==> src/cirq_pkg.sv <==
// package for the interrupt entry and real-time stack block
package cirq_pkg;
    // ========================================================
    // sizes and reset values
    localparam int STACK_DEPTH = 8;
    localparam int PTR_W = 4;
    localparam int CTX_WORDS = 8;
    localparam int CTX_CNT_W = 3;
    localparam logic [31:0] MAIN_STATUS_RESET = 32'h07f8_0000;
    localparam logic [31:0] ZERO_WORD = 32'h0000_0000;
    localparam logic [PTR_W-1:0] WARN_RESET = 4'h6;
    localparam int SAVE_CYCLES = 8;
    localparam int RESTORE_CYCLES = 8;
    localparam int LP_ENABLE_BIT = 4;
    localparam int CURR_SP_LSB = 0;
    localparam int CURR_SP_W = 3;

    // ========================================================
    // types
    typedef enum logic [4:0] {
        CIRQ_IDLE = 5'b00001,
        CIRQ_SAVE = 5'b00010,
        CIRQ_CHECK = 5'b00100,
        CIRQ_RESTORE = 5'b01000,
        CIRQ_FAULT = 5'b10000
    } cirq_state_e;

    typedef enum logic [1:0] {
        CIRQ_SRC_NONE = 2'h0,
        CIRQ_SRC_CRIT = 2'h1,
        CIRQ_SRC_RT = 2'h2,
        CIRQ_SRC_LP = 2'h3
    } cirq_src_e;

    typedef struct packed {
        logic [31:0] return_pc_reg;
        logic [31:0] main_status_reg;
        logic [31:0] ext_status_reg;
        logic [31:0] ret_addr;
    } cirq_ctx_s;

    typedef struct packed {
        logic stack_warn;
        logic stack_full;
        logic entry_fault;
    } cirq_err_s;
endpackage : cirq_pkg

==> src/cirq_entry_unit.sv <==
// interrupt entry, ranking and real-time context stack
//
// Behaviour
// - on critical or real-time entry, save full context within 8 cycles.
// - real-time return restores saved context within 8 cycles.
// - real-time nesting stops one level short; last kept for critical.
// - depth ptr increments on critical/real-time entry, decrements on return.
// - warning raised while depth ptr is at or above warn level.
// - depth ptr equal to full level puts the unit in fault.
// - warn level is software written; full level fixed by hardware.
// - rank reset, critical, real-time, low-priority; serve highest.
// - active-low reset resets internally; cannot be aborted or nested.
// - reset aborts and flushes all pipeline operations.
// - reset zeroes registers except warn level (6); main status loads 0x07F8_0000.
// - critical line has no enable, mask or block.
// - critical request preempts handlers even inside uninterruptible_section_op sections.
// - critical input latched internally until serviced.
// - first critical/real-time handler packet must be paired entry ops, else fault.
// - entry op a loads A15 with secure base chosen by the current-stack field.
// - stack contents hidden; working registers zeroed on critical/real-time entry.
// - no global enable for real-time line; masking is external.
// - low-priority entry clears the low-priority enable bit.
// - low-priority request waits until current stack is its stack.
`timescale 1ns/1ps
module cirq_entry_unit #(
    parameter int STACK_DEPTH = cirq_pkg::STACK_DEPTH,
    parameter int NSTACK = 8
) (
    input wire logic i_sys_clk,
    input wire logic i_reset,
    input wire logic i_cpu_reset_low,
    input wire logic i_critical_irq_low,
    input wire logic i_realtime_irq,
    input wire logic i_low_prio_irq,
    input wire logic i_boundary,
    input wire logic i_uninterruptible_section_op,
    input wire logic i_realtime_return_op,
    input wire logic i_first_packet_valid,
    input wire logic i_handler_entry_op_a,
    input wire logic i_handler_entry_op_b,
    input wire logic i_warn_we,
    input wire logic [cirq_pkg::PTR_W-1:0] i_warn_wdata,
    input wire logic i_lp_enable_set,
    input wire logic [2:0] i_low_prio_stack_sel,
    input wire logic [31:0] i_secure_stack_base [NSTACK],
    input wire cirq_pkg::cirq_ctx_s i_ctx,
    output logic o_pipe_flush,
    output logic o_take,
    output cirq_pkg::cirq_src_e o_take_src,
    output logic o_ctx_busy,
    output logic o_zero_working,
    output logic o_restore_valid,
    output cirq_pkg::cirq_ctx_s o_ctx,
    output logic o_a15_load,
    output logic [31:0] o_a15_value,
    output logic [31:0] o_irq_status_reg,
    output logic [31:0] o_main_status_reg,
    output logic [cirq_pkg::PTR_W-1:0] o_rt_stack_depth_ptr,
    output logic [cirq_pkg::PTR_W-1:0] o_rt_stack_warn_level,
    output logic [cirq_pkg::PTR_W-1:0] o_rt_stack_full_level,
    output cirq_pkg::cirq_err_s o_err
);
    localparam int PW = cirq_pkg::PTR_W;
    // full level is a constant: no write path exists
    localparam logic [PW-1:0] FULL_LVL = PW'(STACK_DEPTH);

    // current-stack field of the interrupt status word
    function automatic logic [cirq_pkg::CURR_SP_W-1:0] cur_stack(
        input logic [31:0] sts
    );
        return sts[cirq_pkg::CURR_SP_LSB +: cirq_pkg::CURR_SP_W];
    endfunction : cur_stack

    // ========================================================
    // input synchronisers
    logic [1:0] rst_sync;
    logic [1:0] crit_sync;
    logic [1:0] rt_sync;
    logic [1:0] lp_sync;
    logic cpu_rst;
    logic crit_req;
    logic rt_req;
    logic lp_req;

    always_ff @(posedge i_sys_clk) begin
        if (i_reset) begin
            rst_sync <= 2'h0;
            crit_sync <= 2'h0;
            rt_sync <= 2'h0;
            lp_sync <= 2'h0;
        end else begin
            rst_sync <= {rst_sync[0], ~i_cpu_reset_low};
            crit_sync <= {crit_sync[0], ~i_critical_irq_low};
            rt_sync <= {rt_sync[0], i_realtime_irq};
            lp_sync <= {lp_sync[0], i_low_prio_irq};
        end
    end
    assign cpu_rst = rst_sync[1] | i_reset;
    assign rt_req = rt_sync[1];
    assign lp_req = lp_sync[1];

    // ========================================================
    // state
    cirq_pkg::cirq_state_e state;
    logic [cirq_pkg::CTX_CNT_W-1:0] cnt;
    logic [PW-1:0] depth;
    logic [PW-1:0] warn_lvl;
    logic [31:0] main_status;
    logic [31:0] irq_status;
    logic crit_pend;
    logic in_lp;
    logic entry_is_crit;
    cirq_pkg::cirq_ctx_s stack_mem [STACK_DEPTH];
    cirq_pkg::cirq_src_e pick;
    logic take_now;
    logic idle;
    logic lp_stack_ok;
    logic rt_room;

    assign idle = (state == cirq_pkg::CIRQ_IDLE);
    // real-time needs two free levels so the last one stays for critical
    assign rt_room = (depth + 4'h1) < FULL_LVL;
    assign lp_stack_ok = cur_stack(irq_status)
        == i_low_prio_stack_sel;
    assign crit_req = crit_pend;

    // ranking: reset handled by cpu_rst above everything
    always_comb begin
        pick = cirq_pkg::CIRQ_SRC_NONE;
        if (crit_req && depth < FULL_LVL) begin
            pick = cirq_pkg::CIRQ_SRC_CRIT;
        end else if (rt_req && rt_room && !i_uninterruptible_section_op) begin
            pick = cirq_pkg::CIRQ_SRC_RT;
        end else if (lp_req && main_status[cirq_pkg::LP_ENABLE_BIT]
                     && lp_stack_ok && !i_uninterruptible_section_op) begin
            pick = cirq_pkg::CIRQ_SRC_LP;
        end
    end
    // only one line taken, at a boundary; the rest stay pending
    assign take_now = idle && i_boundary
        && (pick != cirq_pkg::CIRQ_SRC_NONE);

    // ========================================================
    // critical latch: set wins over clear
    always_ff @(posedge i_sys_clk) begin
        if (cpu_rst) begin
            crit_pend <= 1'b0;
        end else if (crit_sync[1]) begin
            crit_pend <= 1'b1;
        end else if (take_now && pick == cirq_pkg::CIRQ_SRC_CRIT) begin
            crit_pend <= 1'b0;
        end
    end

    // ========================================================
    // sequencer
    always_ff @(posedge i_sys_clk) begin
        if (cpu_rst) begin
            state <= cirq_pkg::CIRQ_IDLE;
            cnt <= '0;
            entry_is_crit <= 1'b0;
        end else begin
            unique case (state)
                cirq_pkg::CIRQ_IDLE: begin
                    cnt <= '0;
                    if (take_now && pick != cirq_pkg::CIRQ_SRC_LP) begin
                        state <= cirq_pkg::CIRQ_SAVE;
                        entry_is_crit <= (pick == cirq_pkg::CIRQ_SRC_CRIT);
                    end else if (i_realtime_return_op && depth != '0) begin
                        state <= cirq_pkg::CIRQ_RESTORE;
                    end
                end
                cirq_pkg::CIRQ_SAVE: begin
                    cnt <= cnt + 3'h1;
                    if (cnt == 3'(cirq_pkg::SAVE_CYCLES - 1)) begin
                        state <= cirq_pkg::CIRQ_CHECK;
                    end
                end
                cirq_pkg::CIRQ_CHECK: begin
                    if (i_first_packet_valid) begin
                        if (i_handler_entry_op_a && i_handler_entry_op_b) begin
                            state <= cirq_pkg::CIRQ_IDLE;
                        end else begin
                            state <= cirq_pkg::CIRQ_FAULT;
                        end
                    end
                end
                cirq_pkg::CIRQ_RESTORE: begin
                    cnt <= cnt + 3'h1;
                    if (cnt == 3'(cirq_pkg::RESTORE_CYCLES - 1)) begin
                        state <= cirq_pkg::CIRQ_IDLE;
                    end
                end
                cirq_pkg::CIRQ_FAULT: begin
                    state <= cirq_pkg::CIRQ_FAULT;
                end
                default: state <= cirq_pkg::CIRQ_FAULT;
            endcase
            // a full stack is sticky: only a reset leaves the fault
            if (depth == FULL_LVL) begin
                state <= cirq_pkg::CIRQ_FAULT;
            end
        end
    end

    // ========================================================
    // depth pointer and hidden stack storage
    always_ff @(posedge i_sys_clk) begin
        if (cpu_rst) begin
            depth <= '0;
        end else if (take_now && pick != cirq_pkg::CIRQ_SRC_LP) begin
            depth <= depth + 4'h1;
        end else if (idle && i_realtime_return_op && depth != '0) begin
            depth <= depth - 4'h1;
        end
    end

    // contents have no read path except the restore port
    always_ff @(posedge i_sys_clk) begin
        if (take_now && pick != cirq_pkg::CIRQ_SRC_LP) begin
            stack_mem[depth[PW-2:0]] <= i_ctx;
        end
    end

    // ========================================================
    // warn level and status registers
    always_ff @(posedge i_sys_clk) begin
        if (cpu_rst) begin
            warn_lvl <= cirq_pkg::WARN_RESET;
        end else if (i_warn_we) begin
            warn_lvl <= i_warn_wdata;
        end
    end

    always_ff @(posedge i_sys_clk) begin
        if (cpu_rst) begin
            main_status <= cirq_pkg::MAIN_STATUS_RESET;
            irq_status <= cirq_pkg::ZERO_WORD;
        end else if (take_now && pick == cirq_pkg::CIRQ_SRC_LP) begin
            main_status[cirq_pkg::LP_ENABLE_BIT] <= 1'b0;
        end else if (i_lp_enable_set) begin
            main_status[cirq_pkg::LP_ENABLE_BIT] <= 1'b1;
        end
    end

    always_ff @(posedge i_sys_clk) begin
        if (cpu_rst) begin
            in_lp <= 1'b0;
        end else begin
            in_lp <= take_now && pick == cirq_pkg::CIRQ_SRC_LP;
        end
    end

    // ========================================================
    // outputs, all registered
    always_ff @(posedge i_sys_clk) begin
        if (cpu_rst) begin
            o_pipe_flush <= 1'b1;
            o_take <= 1'b0;
            o_take_src <= cirq_pkg::CIRQ_SRC_NONE;
            o_ctx_busy <= 1'b0;
            o_zero_working <= 1'b1;
            o_restore_valid <= 1'b0;
            o_ctx <= '0;
            o_a15_load <= 1'b0;
            o_a15_value <= cirq_pkg::ZERO_WORD;
            o_err <= '0;
        end else begin
            o_pipe_flush <= 1'b0;
            o_take <= take_now;
            o_take_src <= take_now ? pick : cirq_pkg::CIRQ_SRC_NONE;
            o_ctx_busy <= !idle && state != cirq_pkg::CIRQ_FAULT;
            o_zero_working <= take_now
                && pick != cirq_pkg::CIRQ_SRC_LP;
            o_restore_valid <= state == cirq_pkg::CIRQ_RESTORE
                && cnt == 3'(cirq_pkg::RESTORE_CYCLES - 1);
            if (state == cirq_pkg::CIRQ_RESTORE) begin
                o_ctx <= stack_mem[depth[PW-2:0]];
            end
            o_a15_load <= state == cirq_pkg::CIRQ_CHECK
                && i_first_packet_valid && i_handler_entry_op_a
                && i_handler_entry_op_b;
            o_a15_value <= i_secure_stack_base[
                cur_stack(irq_status)];
            o_err.stack_warn <= depth >= warn_lvl;
            o_err.stack_full <= depth == FULL_LVL;
            o_err.entry_fault <= state == cirq_pkg::CIRQ_FAULT;
        end
    end

    always_ff @(posedge i_sys_clk) begin
        o_irq_status_reg <= irq_status;
        o_main_status_reg <= main_status;
        o_rt_stack_depth_ptr <= depth;
        o_rt_stack_warn_level <= warn_lvl;
        o_rt_stack_full_level <= FULL_LVL;
    end
endmodule : cirq_entry_unit

==> config.mk <==
export PLATFORM = sky130hd
export DESIGN_NAME = cirq_entry_unit
export DESIGN_NICKNAME = d
export VERILOG_FILES = /design/src/cirq_pkg.sv /design/src/cirq_entry_unit.sv
export SDC_FILE = /design/constraint.sdc
export NUM_CORES = 1
export LEC_CHECK = 0
export ABC_CLOCK_PERIOD_IN_PS = 42300
export BUFFER_PORTS_ARGS = -buffer_cell sky130_fd_sc_hd__buf_4
export CAP_MARGIN = 20
export CORE_MARGIN = 3
export CORE_UTILIZATION = 62
export CTS_CLUSTER_SIZE = 30
export DETAILED_ROUTE_END_ITERATION = 10
export PLACE_DENSITY_LB_ADDON = 0.2
export SLEW_MARGIN = 40
export SYNTH_ARGS = -nofsm -noshare
export SYNTH_HDL_FRONTEND = slang
export SYNTH_SLANG_ARGS = --single-unit
==> constraint.sdc <==
create_clock -name i_sys_clk -period 42.3 [get_ports i_sys_clk]
set_input_delay 4.23 -clock i_sys_clk [delete_from_list [all_inputs] [get_ports i_sys_clk]]
set_output_delay 4.23 -clock i_sys_clk [all_outputs]
set_load 0.005 [all_outputs]
==> out/results.env, run 1 <==
CTSHOLDBUFFERS=0
GRT_MAX_DEGREE=109
NUMBER_OF_ANTENNA_VIOLATIONS_AT_THE_FIRST_CHECK_IN_GLOBAL_ROUTING=10
NUMCLOCKSINKS=1230
INITIAL_CORE_UTIL_PCT=62.7
POST_CTS.RESIZED_INSTANCES=0
WORST_SETUP_ENDPOINT='stack_mem[3][41]'
PLACE_AREA_UM2=49800
POST_DR_WIRELENGTH_CELL_UM=25.4
DRT_FIRST_ITER_VIOLATIONS=2161
TIMING.HOLD.WORST.CLASS='reg2reg'
TIGHTEST_SLEW_NS=0.854
CRITICAL_PATH_ARRIVAL_NS=7.00
NETLIST_AREA_UM2=46800
POWER.SWITCHING_uW=820
YS_ASYNC_SR_FRACTION_PCT=0
SETUP.WORST_PATH.START_CLASS='input port'
FLOORPLAN.DIE.WIDTH_UM=281
MAX_CAP_VIOL_COUNT=0
TIMING.CLOCK.SKEW_NS=0.0263
VIAS_IN_THE_FIRST_GLOBAL_ROUTE=25977
TRITONCTS='yes'
SYNTHESIS.AREA_PER_INSTANCE_UM2=16.5
YOSYSTOPAREACELLSHARE_PCT=65.8
POWER.CLOCK.FRACTION_PCT=35.5
PORT_BUFFERS=360
CLOCK.FMAX_MHz=149
NUM-FILL-CELLS=4574
SYNTH.AREA.TOP_CELLS='sky130_fd_sc_hd__edfxtp_1 66%, sky130_fd_sc_hd__dfxtp_1 8.8%, sky130_fd_sc_hd__mux2i_1 4.9%'
SW_FRAC_OF_TOTAL_PCT=26.8
POSTLAYOUTCELLAREA_UM2=54100
YS_DOMINANT_REG_CELL='sky130_fd_sc_hd__edfxtp_1'
REG2REG_SLACK_NS=38.34
R2R_START='depth[0]'
CP_MAX_FO=42
INSERTION_DELAY_NS=0.68
YOSYS.CELL_COUNT.TOP_TYPE='sky130_fd_sc_hd__edfxtp_1'
TIMING.SLEW.HEADROOM_PCT=43.1
FLOORPLAN.IO_PINS=652
DIE_HEIGHT_UM=281
STATUS='finished clean'
CP.REQUIRED_NS=42.60
POWER_DENSITY_nW_PER_UM2=56.7
AREA_GROWTH_PCT=15.6
COMBPWRFRAC_PCT=19.6
TIMING.RR.END='o_ctx[91]'
CLOCK_TREE.HTREE_LEVEL_COUNT=3
SEQ_POWER_SHARE_PCT=44.8
POWER.STATIC_LEAKAGE_nW=17.9
UNREPAIRED_SETUP_ENDPOINTS_AFTER_GLOBAL_ROUTING='no'
NUMBER_OF_NETS_WITH_ANTENNA_VIOLATIONS_AFTER_DETAILED_ROUTING=0
HOLD_VIOL_FINAL=0
FINALMAXSLEWVIOLATIONS=0
POWER_REPORT.INTERNAL_TOTAL_mW=2.24
YOSYS_REGISTER_BITS=1230
DRT-PASS1-ITER-COUNT=6
COUNT_OF_ENDPOINTS_FAILING_SETUP_IN_THE_FINAL_REPORT=0
GR-USAGE-ALL-LAYERS_PCT=27.0
SYNTH_EDF_COUNT=1024
CTS_INSERTED_BUFFERS=118
FINAL_NET_COUNT=3575
CORE_AREA_UM2=74600
SYNTH_AREA_LEADER_CELL='sky130_fd_sc_hd__edfxtp_1'
WORSTSETUPSTARTPOINT='i_uninterruptible_section_op'
YOSYSWARNINGS=0
WORST_SETUP_PATH_END_KIND='register'
GRT_PASS1_WL_UM=159000
POST_SYNTH_INST_COUNT=2831
LARGEST_REGISTER_FFS=1024
FINAL.MIN_CLOCK_PERIOD_NS=6.71
DESIGN.DIE.AREA_UM2=78700
OVERFLOW=0
YOSYS.CELL_TYPES.COUNT=61
CTSLONGESTPATHBUFFERS=3
POST-ROUTE-DRC-COUNT=0
WORST_SETUP_HOLD_PATH_CLK_SLEW_NS=0.06
TIMING.SETUP.CRITICAL_PATH_CLASS='in2reg'
CLOCKROOTBUFFER='sky130_fd_sc_hd__clkbuf_16'
R2R_CELLS=8
FINALSETUPTNS_NS=0
WORST_IR_DROP_VDD_V=0.0000428
NUMBER_OF_STANDARD_CELL_ROWS_IN_THE_FLOORPLAN=100
ROUTED_WL_UM=108000
VIA_PER_INSTANCE_RATIO=6.15
DPL.HPWL_UM=57600
FIN_CRIT_SH_PCT=15.9
SYNTH_COMMON_CELLS='1024 x sky130_fd_sc_hd__edfxtp_1, 229 x sky130_fd_sc_hd__mux2i_1, 206 x sky130_fd_sc_hd__dfxtp_1'
DRIVE_GT1_SHARE_PCT=24.3
POST_CTS_BUFFERS=0
YOSYSSEQAREASHARE_PCT=74.6
VIAS=26094
ROUTABILITYCONGESTION=0.842
[metrics by stage]
step	cells	util, %	hold slack (ns)	power (mW)	setup slack (ns)
final	4243	72.5	0.366	3.06	35.59
after global routing	4239	72.5	0.364	3.18	35.43
after CTS	4232	72.4	0.362	3.07	35.56
after detailed placement	4008	66.8	0.354	1.99	34.84
after global placement	4005	66.6	0.344	1.97	34.64
after floorplan	2896	-	0.331	1.86	24.34
[worst min path at each step]
stage,to,from,slack [ns],cells after the start
floorplan,o_rt_stack_warn_level[1],warn_lvl[1],0.33,0
global placement,o_rt_stack_warn_level[1],warn_lvl[1],0.34,0
detailed placement,o_rt_stack_warn_level[1],warn_lvl[1],0.35,0
CTS,o_rt_stack_warn_level[1],warn_lvl[1],0.36,0
global route,o_rt_stack_warn_level[2],warn_lvl[2],0.36,0
finish,o_rt_stack_warn_level[1],warn_lvl[1],0.37,0
[worst max-delay path: stages]
cell                      delay (ns)
sky130_fd_sc_hd__buf_4          0.12
sky130_fd_sc_hd__nor3b_1        0.30
sky130_fd_sc_hd__mux2i_4        0.14
sky130_fd_sc_hd__a21oi_2        0.41
sky130_fd_sc_hd__nand2_1        0.21
sky130_fd_sc_hd__nor3_2         0.20
sky130_fd_sc_hd__buf_4          0.61
sky130_fd_sc_hd__buf_4          0.72
[cell type report]
cell class | count | area [µm²] | share of cell area, %
antenna | 8 | 20.0 | 0.0370
tap | 969 | 1210 | 2.24
sequential | 1230 | 34900 | 64.5
multi-input combinational | 1392 | 10500 | 19.4
inverter | 11 | 51.3 | 0.0949
timing repair buffer | 409 | 3260 | 6.03
clock buffer | 150 | 3260 | 6.03
clock inverter | 74 | 877 | 1.62
[cell usage in the layout, fill, tap and decap left out, drive strengths merged, types with 2 or more instances in the layout]
cell and n:
a31oi 2, o211ai 2, a211oi 130, ha 8, mux2 108, and2b 2
inv 14, nand3 107, or3 3, nor2b 10, nor2 155, dfxtp 206
nand2 21, a41oi 2, and3 4, and2 34, bufinv 17, a2111oi 2
a21o 4, buf 409, nor3 7, nand2b 3, clkinv 47, a21oi 109
a22oi 104, edfxtp 1024, conb 67, nand4 3, o21ai 104, mux4 54
nor4 5, clkbuf 150, diode 8, o22ai 100, clkinvlp 7, mux2i 230
nor3b 2
[logic make-up after synthesis]
logic type,count (synthesis),synth area share [%]
other,2,0.0161
multiplexers,392,10.2
AND/OR/NAND/NOR,361,3.68
XOR/XNOR,2,0.0375
AO/OA/AOI/OAI,562,7.69
flip-flops,1230,74.6
adder cells (fa/ha/maj),8,0.214
buffers and inverters,274,3.62
[power by group through the flow]
stage	registers [mW]	logic [mW]	clock network [mW]
after floorplan	1.39	0.469	0
after global placement	1.40	0.567	0
after detailed placement	1.40	0.583	0
after CTS	1.38	0.589	1.10
after global routing	1.38	0.649	1.16
final	1.37	0.601	1.09
[metal layers]
| layer | vias up | track usage (%) | share of wire, % |
|---|---|---|---|
| li1 | 11624 | - | - |
| met1 | 13226 | 35.7 | 39 |
| met2 | 1070 | 44.7 | 49 |
| met3 | 166 | 6.17 | 8.7 |
| met4 | 8 | 9.62 | 2.6 |
| met5 | - | 0 | 0.058 |
Note: power is estimated with default switching activity, not from simulation.
==> inputs of run 2 (changes only) <==
ABC_CLOCK_PERIOD_IN_PS = 5800   (was 42300)
CORE_UTILIZATION = 52   (was 62)
clock period = 5.8 ns   (was 42.3 ns; I/O delays follow)
==> run 2 against run 1 <==
Compared with the run above:
- clock power grew to 7.4 times the previous value
- worst hold slack worse by 0.30 ns
- critical path depth down 1
- die area increased by 19%
- sequential cell count unchanged
- register-to-register slack got worse by 36 ns
- largest cell class unchanged
- final area increased by 1.2%
==> out/results.env, run 2 (same netlist as run 1, synthesis figures left out) <==
FLOORPLAN.IO_PINS=652  # unchanged
VIAS_IN_THE_FIRST_GLOBAL_ROUTE=26111  # was 25977
GRT_PASS1_WL_UM=162000  # was 159000 µm
INSERTION_DELAY_NS=0.73  # was 0.68 ns
COUNT_OF_ENDPOINTS_FAILING_SETUP_IN_THE_FINAL_REPORT=0  # unchanged
ROUTABILITYCONGESTION=0.745  # was 0.842
DPL_WORST_SLACK_NS=2.40  # was 34.84 ns
NUMBER_OF_STANDARD_CELL_ROWS_IN_THE_FLOORPLAN=109  # was 100
AREA_GROWTH_PCT=17.0  # was 15.6%
NUMBER_OF_ANTENNA_VIOLATIONS_AT_THE_FIRST_CHECK_IN_GLOBAL_ROUTING=13  # was 10
NUMCLOCKSINKS=1230  # unchanged
VIAS=25745  # was 26094
CP_MAX_FO=31  # was 42
CLOCK.FMAX_MHz=308
FIN_HOLD_WS_NS=0.0695  # was 0.366 ns
POWER.STATIC_LEAKAGE_nW=18.0  # was 17.9 nW
FINAL_NET_COUNT=3597  # was 3575
CORE_AREA_UM2=88800  # was 74600 µm²
CATEGORY_OF_CELLS_ACCOUNTING_FOR_THE_LARGEST_SHARE_OF_CRITICAL_PATH_DELAY='simple AND/OR/NAND/NOR gates'  # was buffers and inverters
NUMBER_OF_NETS_WITH_ANTENNA_VIOLATIONS_AFTER_DETAILED_ROUTING=0  # unchanged
POST-ROUTE-DRC-COUNT=0  # unchanged
WORSTSETUPSTARTPOINT='depth[2]'  # was i_uninterruptible_section_op
TIGHTEST_SLEW_NS=0.827  # was 0.854 ns
CLOCK_TREE.HTREE_LEVEL_COUNT=4  # was 3
DRIVE_GT1_SHARE_PCT=24.1  # was 24.3%
FINALMAXSLEWVIOLATIONS=0  # unchanged
TIMING.HOLD.WORST.CLASS='in2reg'  # was reg2reg
CTSLONGESTPATHBUFFERS=3  # unchanged
PLACED_CELLS_INCL_TAPS=4213  # was 4008
CP.REQUIRED_NS=6.19  # was 42.60 ns
WORST_IR_DROP_VDD_V=0.000288  # was 0.0000428 V
TIMING.CLOCK.SKEW_NS=0.0246  # was 0.0263 ns
LARGEST_REGISTER_FFS=1024  # unchanged
WORST_SETUP_PATH_END_KIND='register'  # unchanged
VIA_PER_INSTANCE_RATIO=5.76  # was 6.15
CLOCKROOTBUFFER='sky130_fd_sc_hd__clkbuf_16'  # unchanged
POSTLAYOUTCELLAREA_UM2=54700  # was 54100 µm²
FIN_CRIT_SH_PCT=56.0
FINALPOWER_mW=22.5  # was 3.06 mW
DRT-PASS1-ITER-COUNT=5  # was 6
CPPEAKSTAGEDELAY_NS=0.70  # was 0.72 ns
MAX_CAP_VIOL_COUNT=0  # unchanged
POST_DR_WIRELENGTH_CELL_UM=24.3  # was 25.4 µm
POWER_DENSITY_nW_PER_UM2=411  # was 56.7 nW/µm²
R2R_START='depth[2]'  # was depth[0]
STDCELL_COUNT=4466  # was 4243
POSTLAYOUTSETUPSLACKWORST_NS=2.55  # was 35.59 ns
INITIAL_CORE_UTIL_PCT=52.7  # was 62.7%
FLOORPLAN.DIE.WIDTH_UM=306  # was 281 µm
STATUS='finished clean'  # unchanged
OVERFLOW=0  # unchanged
HOLD_VIOL_FINAL=0  # unchanged
CRITICAL_PATH_SLOWEST_STAGE_CELL='sky130_fd_sc_hd__dfxtp_4'  # was sky130_fd_sc_hd__buf_4
LAYOUT_COMMONEST_CELL='sky130_fd_sc_hd__edfxtp_1'  # unchanged
DESIGN.DIE.AREA_UM2=93500  # was 78700 µm²
TOTAL_BUFFERS_AND_INVERTERS_TRAVERSED_BY_THE_CRITICAL_PATH=2  # was 3
SETUP.WORST_PATH.START_CLASS='register'  # was input port
DRT_FIRST_ITER_VIOLATIONS=2081  # was 2161
POST_CTS_BUFFERS=0  # unchanged
FINAL.MIN_CLOCK_PERIOD_NS=3.25
FINAL_CELL_MIX='1024 x sky130_fd_sc_hd__edfxtp_1, 386 x sky130_fd_sc_hd__buf_4, 229 x sky130_fd_sc_hd__mux2i_1'  # was 1024 x sky130_fd_sc_hd__edfxtp_1, 385 x sky130_fd_sc_hd__buf_4, 229 x sky130_fd_sc_hd__mux2i_1
TIMING.SETUP.CRITICAL_PATH_CLASS='reg2reg'  # was in2reg
CTS_INSERTED_BUFFERS=131  # was 118
DPL.HPWL_UM=58300  # was 57600 µm
TIMING.CRITICAL_PATH.CELLS='and3_4, mux2i_4, a21oi_2, nand2_1, nor3b_4, buf_4, buf_12'  # was buf_4, nor3b_1, mux2i_4, a21oi_2, nand2_1, nor3_2, buf_4, buf_4
TIMING.SLEW.HEADROOM_PCT=44.9  # was 43.1%
TRITONCTS='yes'  # unchanged
PORT_BUFFERS=360  # unchanged
WORST_SETUP_HOLD_PATH_CLK_SLEW_NS=0.06  # about the same
UNREPAIRED_SETUP_ENDPOINTS_AFTER_GLOBAL_ROUTING='no'  # unchanged
ROUTED_WL_UM=108000  # about the same
GR-USAGE-ALL-LAYERS_PCT=23.0  # was 27.0%
DIE_HEIGHT_UM=306  # was 281 µm
CRITICAL_PATH_ARRIVAL_NS=3.63  # was 7.00 ns
GRT_MAX_DEGREE=176  # was 109
HOLD_PATH_STARTPOINT='i_secure_stack_base[246]'  # was warn_lvl[1]
PLACE_AREA_UM2=50400  # was 49800 µm²
## run 2: changes by cell type in the layout (fill, tap and decap cells not counted), moves of 3 or more
cell                         before  now
sky130_fd_sc_hd__clkinvlp_4       7    2
sky130_fd_sc_hd__clkinv_1        16   22
sky130_fd_sc_hd__clkinv_8         2    5
sky130_fd_sc_hd__nor3_2           5    1
sky130_fd_sc_hd__bufinv_16       17    7
sky130_fd_sc_hd__nor3_4           0    4
sky130_fd_sc_hd__clkbuf_1        16   34
sky130_fd_sc_hd__clkbuf_16      121  132
sky130_fd_sc_hd__clkinv_2        25   15
sky130_fd_sc_hd__inv_6            1    5
sky130_fd_sc_hd__buf_12           4   19
sky130_fd_sc_hd__buf_6           16    7
## run 2: area by class of cell
| class | instances | area (µm²) |
|---|---|---|
| diodes | 8 | 20.0 |
| flip-flops and latches | 1230 | 34900 |
| clock buffers | 180 | 3610 |
| well taps | 1165 | 1460 |
| inverters | 11 | 48.8 |
| clock inverters | 62 | 637 |
| repair buffers | 418 | 3470 |
| fillers | 6404 | 34100 |
| multi-input cells | 1392 | 10600 |
## run 2: power by group
| group | total (mW) | leakage [nW] | switching (mW) | internal, mW |
|---|---|---|---|---|
| Combinational | 4.40 | 5.05 | 2.58 | 1.82 |
| Clock | 8.08 | 2.07 | 3.35 | 4.73 |
| Sequential | 10.0 | 10.9 | 0.204 | 9.81 |
| Total | 22.5 | 18.0 | 6.13 | 16.4 |
## run 2: worst paths after layout
kind | to | slack, ns | cells after the start
hold reg to reg | o_rt_stack_warn_level[2] | 0.35 | 0
setup reg to reg | stack_mem[5][66] | 2.55 | 7
setup / recovery | stack_mem[5][66] | 2.55 | 7
hold / removal | o_a15_value[22] | 0.07 | 2
## run 2: timing repair
item | CTS | global route
gates resized for setup | 0 | 0
hold buffers | 2 | 0
hold endpoints to repair | 2 | 0
## run 2: stage by stage
stage,utilization (%),setup TNS [ns]
final,61.6,0
after global routing,61.6,0
after CTS,61.5,0
after detailed placement,56.7,0
after floorplan,-,-415.74
after global placement,56.5,0
## run 2: routing by layer
metal	routed length, µm	track usage, %
met1	45600	30.8
met2	52500	37.3
met3	7920	5.97
met4	2300	6.99
met5	74	0
==> inputs of run 3 (changes only) <==
ABC_CLOCK_PERIOD_IN_PS = 3310   (was 5800)
CORE_UTILIZATION = 57   (was 52)
clock period = 3.31 ns   (was 5.8 ns; I/O delays follow)
==> run 3 against run 2 <==
Compared with the run above:
- global-route usage is 2.1 points higher
- critical path depth fell by 1
- setup slack got worse by 1.8 ns
- critical endpoint is now stack_mem[4][79]
- largest cell class unchanged
- largest power group unchanged
==> out/results.env, run 3 (same netlist as run 1, synthesis figures left out) <==
POST_CTS.RESIZED_INSTANCES=0  # unchanged
DPL.HPWL_UM=58000  # was 58300 µm
VIA_PER_INSTANCE_RATIO=5.89  # was 5.76
R2R_START='state[3]'  # was depth[2]
FINALMAXSLEWVIOLATIONS=0  # unchanged
OVERFLOW=0  # unchanged
REG2REG_SLACK_NS=0.76  # was 2.55 ns
DRIVE_GT1_SHARE_PCT=23.1  # was 24.1%
WORST_SETUP_HOLD_PATH_CLK_SLEW_NS=0.06  # about the same
POWER.STATIC_LEAKAGE_nW=18.7  # was 18.0 nW
WORST_SETUP_ENDPOINT='stack_mem[4][79]'  # was stack_mem[5][66]
TIMING.SLEW.HEADROOM_PCT=46.7  # was 44.9%
WORST_SETUP_PATH_END_KIND='register'  # unchanged
CRITICAL_PATH_SLOWEST_STAGE_CELL='sky130_fd_sc_hd__and4_4'  # was sky130_fd_sc_hd__dfxtp_4
NUM-FILL-CELLS=5211  # was 6404
DESIGN.DIE.AREA_UM2=85500  # was 93500 µm²
INSERTION_DELAY_NS=0.68  # was 0.73 ns
UNREPAIRED_SETUP_ENDPOINTS_AFTER_GLOBAL_ROUTING='no'  # unchanged
CRIT_CELLS=6  # was 7
STATUS='finished clean'  # unchanged
CLOCK_TREE.HTREE_LEVEL_COUNT=3  # was 4
NUMBER_OF_ANTENNA_VIOLATIONS_AT_THE_FIRST_CHECK_IN_GLOBAL_ROUTING=12  # was 13
CTS_INSERTED_BUFFERS=120  # was 131
VIAS_IN_THE_FIRST_GLOBAL_ROUTE=27172  # was 26111
LARGEST_REGISTER_FFS=1024  # unchanged
CLOCKROOTBUFFER='sky130_fd_sc_hd__clkbuf_16'  # unchanged
NUMBER_OF_STANDARD_CELL_ROWS_IN_THE_FLOORPLAN=104  # was 109
DRT_FIRST_ITER_VIOLATIONS=2009  # was 2081
INITIAL_CORE_UTIL_PCT=57.8  # was 52.7%
POST-ROUTE-DRC-COUNT=0  # unchanged
NUMBER_OF_NETS_WITH_ANTENNA_VIOLATIONS_AFTER_DETAILED_ROUTING=0  # unchanged
TRITONCTS='yes'  # unchanged
FLOORPLAN.DIE.WIDTH_UM=292  # was 306 µm
CP_MAX_FO=22  # was 31
POST_CTS_BUFFERS=0  # unchanged
FLOORPLAN.IO_PINS=652  # unchanged
WORSTSETUPSTARTPOINT='state[3]'  # was depth[2]
POST_DR_WIRELENGTH_CELL_UM=24.0  # was 24.3 µm
CTSHOLDBUFFERS=183  # was 2
CORE_AREA_UM2=80900  # was 88800 µm²
TIMING.CLOCK.SKEW_NS=0.0188  # was 0.0246 ns
GRT_MAX_DEGREE=167  # was 176
DIE_HEIGHT_UM=292  # was 306 µm
TIGHTEST_SLEW_NS=0.780  # was 0.827 ns
WORST_IR_DROP_VDD_V=0.000538  # was 0.000288 V
FIN_HOLD_WS_NS=0.0429  # was 0.0695 ns
TIMING.CRITICAL_PATH.CELLS='nor2_2, nand4_2, a21oi_2, buf_4, and4_4, buf_12'  # was and3_4, mux2i_4, a21oi_2, nand2_1, nor3b_4, buf_4, buf_12
FINALPOWER_mW=38.7  # was 22.5 mW
SETUP.WORST_PATH.START_CLASS='register'  # unchanged
CATEGORY_OF_CELLS_ACCOUNTING_FOR_THE_LARGEST_SHARE_OF_CRITICAL_PATH_DELAY='simple AND/OR/NAND/NOR gates'  # unchanged
POWER_DENSITY_nW_PER_UM2=688  # was 411 nW/µm²
CTSLONGESTPATHBUFFERS=3  # unchanged
FIN_CRIT_SH_PCT=77.0  # was 56.0%
CRITICAL_PATH_ARRIVAL_NS=2.91  # was 3.63 ns
PORT_BUFFERS=360  # unchanged
STDCELL_COUNT=4535  # was 4466
NUMCLOCKSINKS=1230  # unchanged
TIMING.RR.END='stack_mem[4][79]'  # was stack_mem[5][66]
LAYOUT_COMMONEST_CELL='sky130_fd_sc_hd__edfxtp_1'  # unchanged
DRT-PASS1-ITER-COUNT=7  # was 5
AREA_GROWTH_PCT=20.3  # was 17.0%
VIAS=26723  # was 25745
CP.REQUIRED_NS=3.67  # was 6.19 ns
TOTAL_BUFFERS_AND_INVERTERS_TRAVERSED_BY_THE_CRITICAL_PATH=2  # unchanged
CLOCK.FMAX_MHz=392  # was 308 MHz
POSTLAYOUTCELLAREA_UM2=56300  # was 54700 µm²
FINAL_CELL_MIX='1024 x sky130_fd_sc_hd__edfxtp_1, 379 x sky130_fd_sc_hd__buf_4, 229 x sky130_fd_sc_hd__mux2i_1'  # was 1024 x sky130_fd_sc_hd__edfxtp_1, 386 x sky130_fd_sc_hd__buf_4, 229 x sky130_fd_sc_hd__mux2i_1
TIMING.HOLD.WORST.CLASS='in2reg'  # unchanged
ROUTABILITYCONGESTION=0.765  # was 0.745
MAX_CAP_VIOL_COUNT=0  # unchanged
ROUTED_WL_UM=109000  # was 108000 µm
FINAL.MIN_CLOCK_PERIOD_NS=2.55  # was 3.25 ns
FINAL_NET_COUNT=3773  # was 3597
TIMING.SETUP.CRITICAL_PATH_CLASS='reg2reg'  # unchanged
R2R_CELLS=6  # was 7
COUNT_OF_ENDPOINTS_FAILING_SETUP_IN_THE_FINAL_REPORT=0  # unchanged
HOLD_VIOL_FINAL=0  # unchanged
PLACE_AREA_UM2=50500  # was 50400 µm²
PLACED_CELLS_INCL_TAPS=4114  # was 4213
CPPEAKSTAGEDELAY_NS=0.57  # was 0.70 ns
GRT_PASS1_WL_UM=164000  # was 162000 µm
GR-USAGE-ALL-LAYERS_PCT=25.1  # was 23.0%
==> run 3: layer usage <==
layer	global-route usage (%)	routed length, µm	share of wire [%]	vias to the layer above
met3	5.11	8120	7.5	185
li1	-	-	-	12038
met5	0	58	0.053	-
met2	42.0	53500	49	989
met1	33.8	44600	41	13503
met4	7.24	2440	2.2	8
==> run 3: worst min path at each step <==
stage / from / end / slack [ns] / cells after the start
after floorplan: warn_lvl[1] / o_rt_stack_warn_level[1] / 0.33 / 0
after global placement: warn_lvl[2] / o_rt_stack_warn_level[2] / 0.35 / 0
after detailed placement: warn_lvl[2] / o_rt_stack_warn_level[2] / 0.35 / 0
after CTS: i_realtime_return_op / state[3] / 0.01 / 3
after global routing: i_realtime_return_op / state[3] / 0.06 / 3
final: i_realtime_return_op / state[3] / 0.04 / 3
==> run 3: tightest hold or removal path, delay by kind of cell <==
kind / cells / cell delay [ns]
buffers and inverters: 1 / 0.12
AO/OA/AOI/OAI: 2 / 0.21
==> run 3: final cells by class <==
type                    count  area, µm²  share of cell area [%]
repair buffers            605       5540                    9.85
clock inverters            60        434                   0.772
diodes                     10       25.0                  0.0445
inverters                  11       50.0                  0.0890
flip-flops and latches   1230      34900                    62.0
multi-input cells        1392      10500                    18.7
clock buffers             167       3460                    6.14
well taps                1060       1330                    2.36
==> run 3: where the power goes <==
group	leakage, nW	switching, mW	total [mW]	internal, mW
logic	5.90	4.72	8.14	3.42
clock network	1.94	5.52	13.2	7.65
registers	10.9	0.212	17.4	17.2
==> run 3: metrics by stage <==
stage	worst slack, ns	util [%]	TNS [ns]
after floorplan	-2.38	-	-1685.10
after global placement	0.739	62.3	0
after detailed placement	0.747	62.4	0
after CTS	0.744	69.4	0
after global routing	0.588	69.5	0
final	0.761	69.5	0
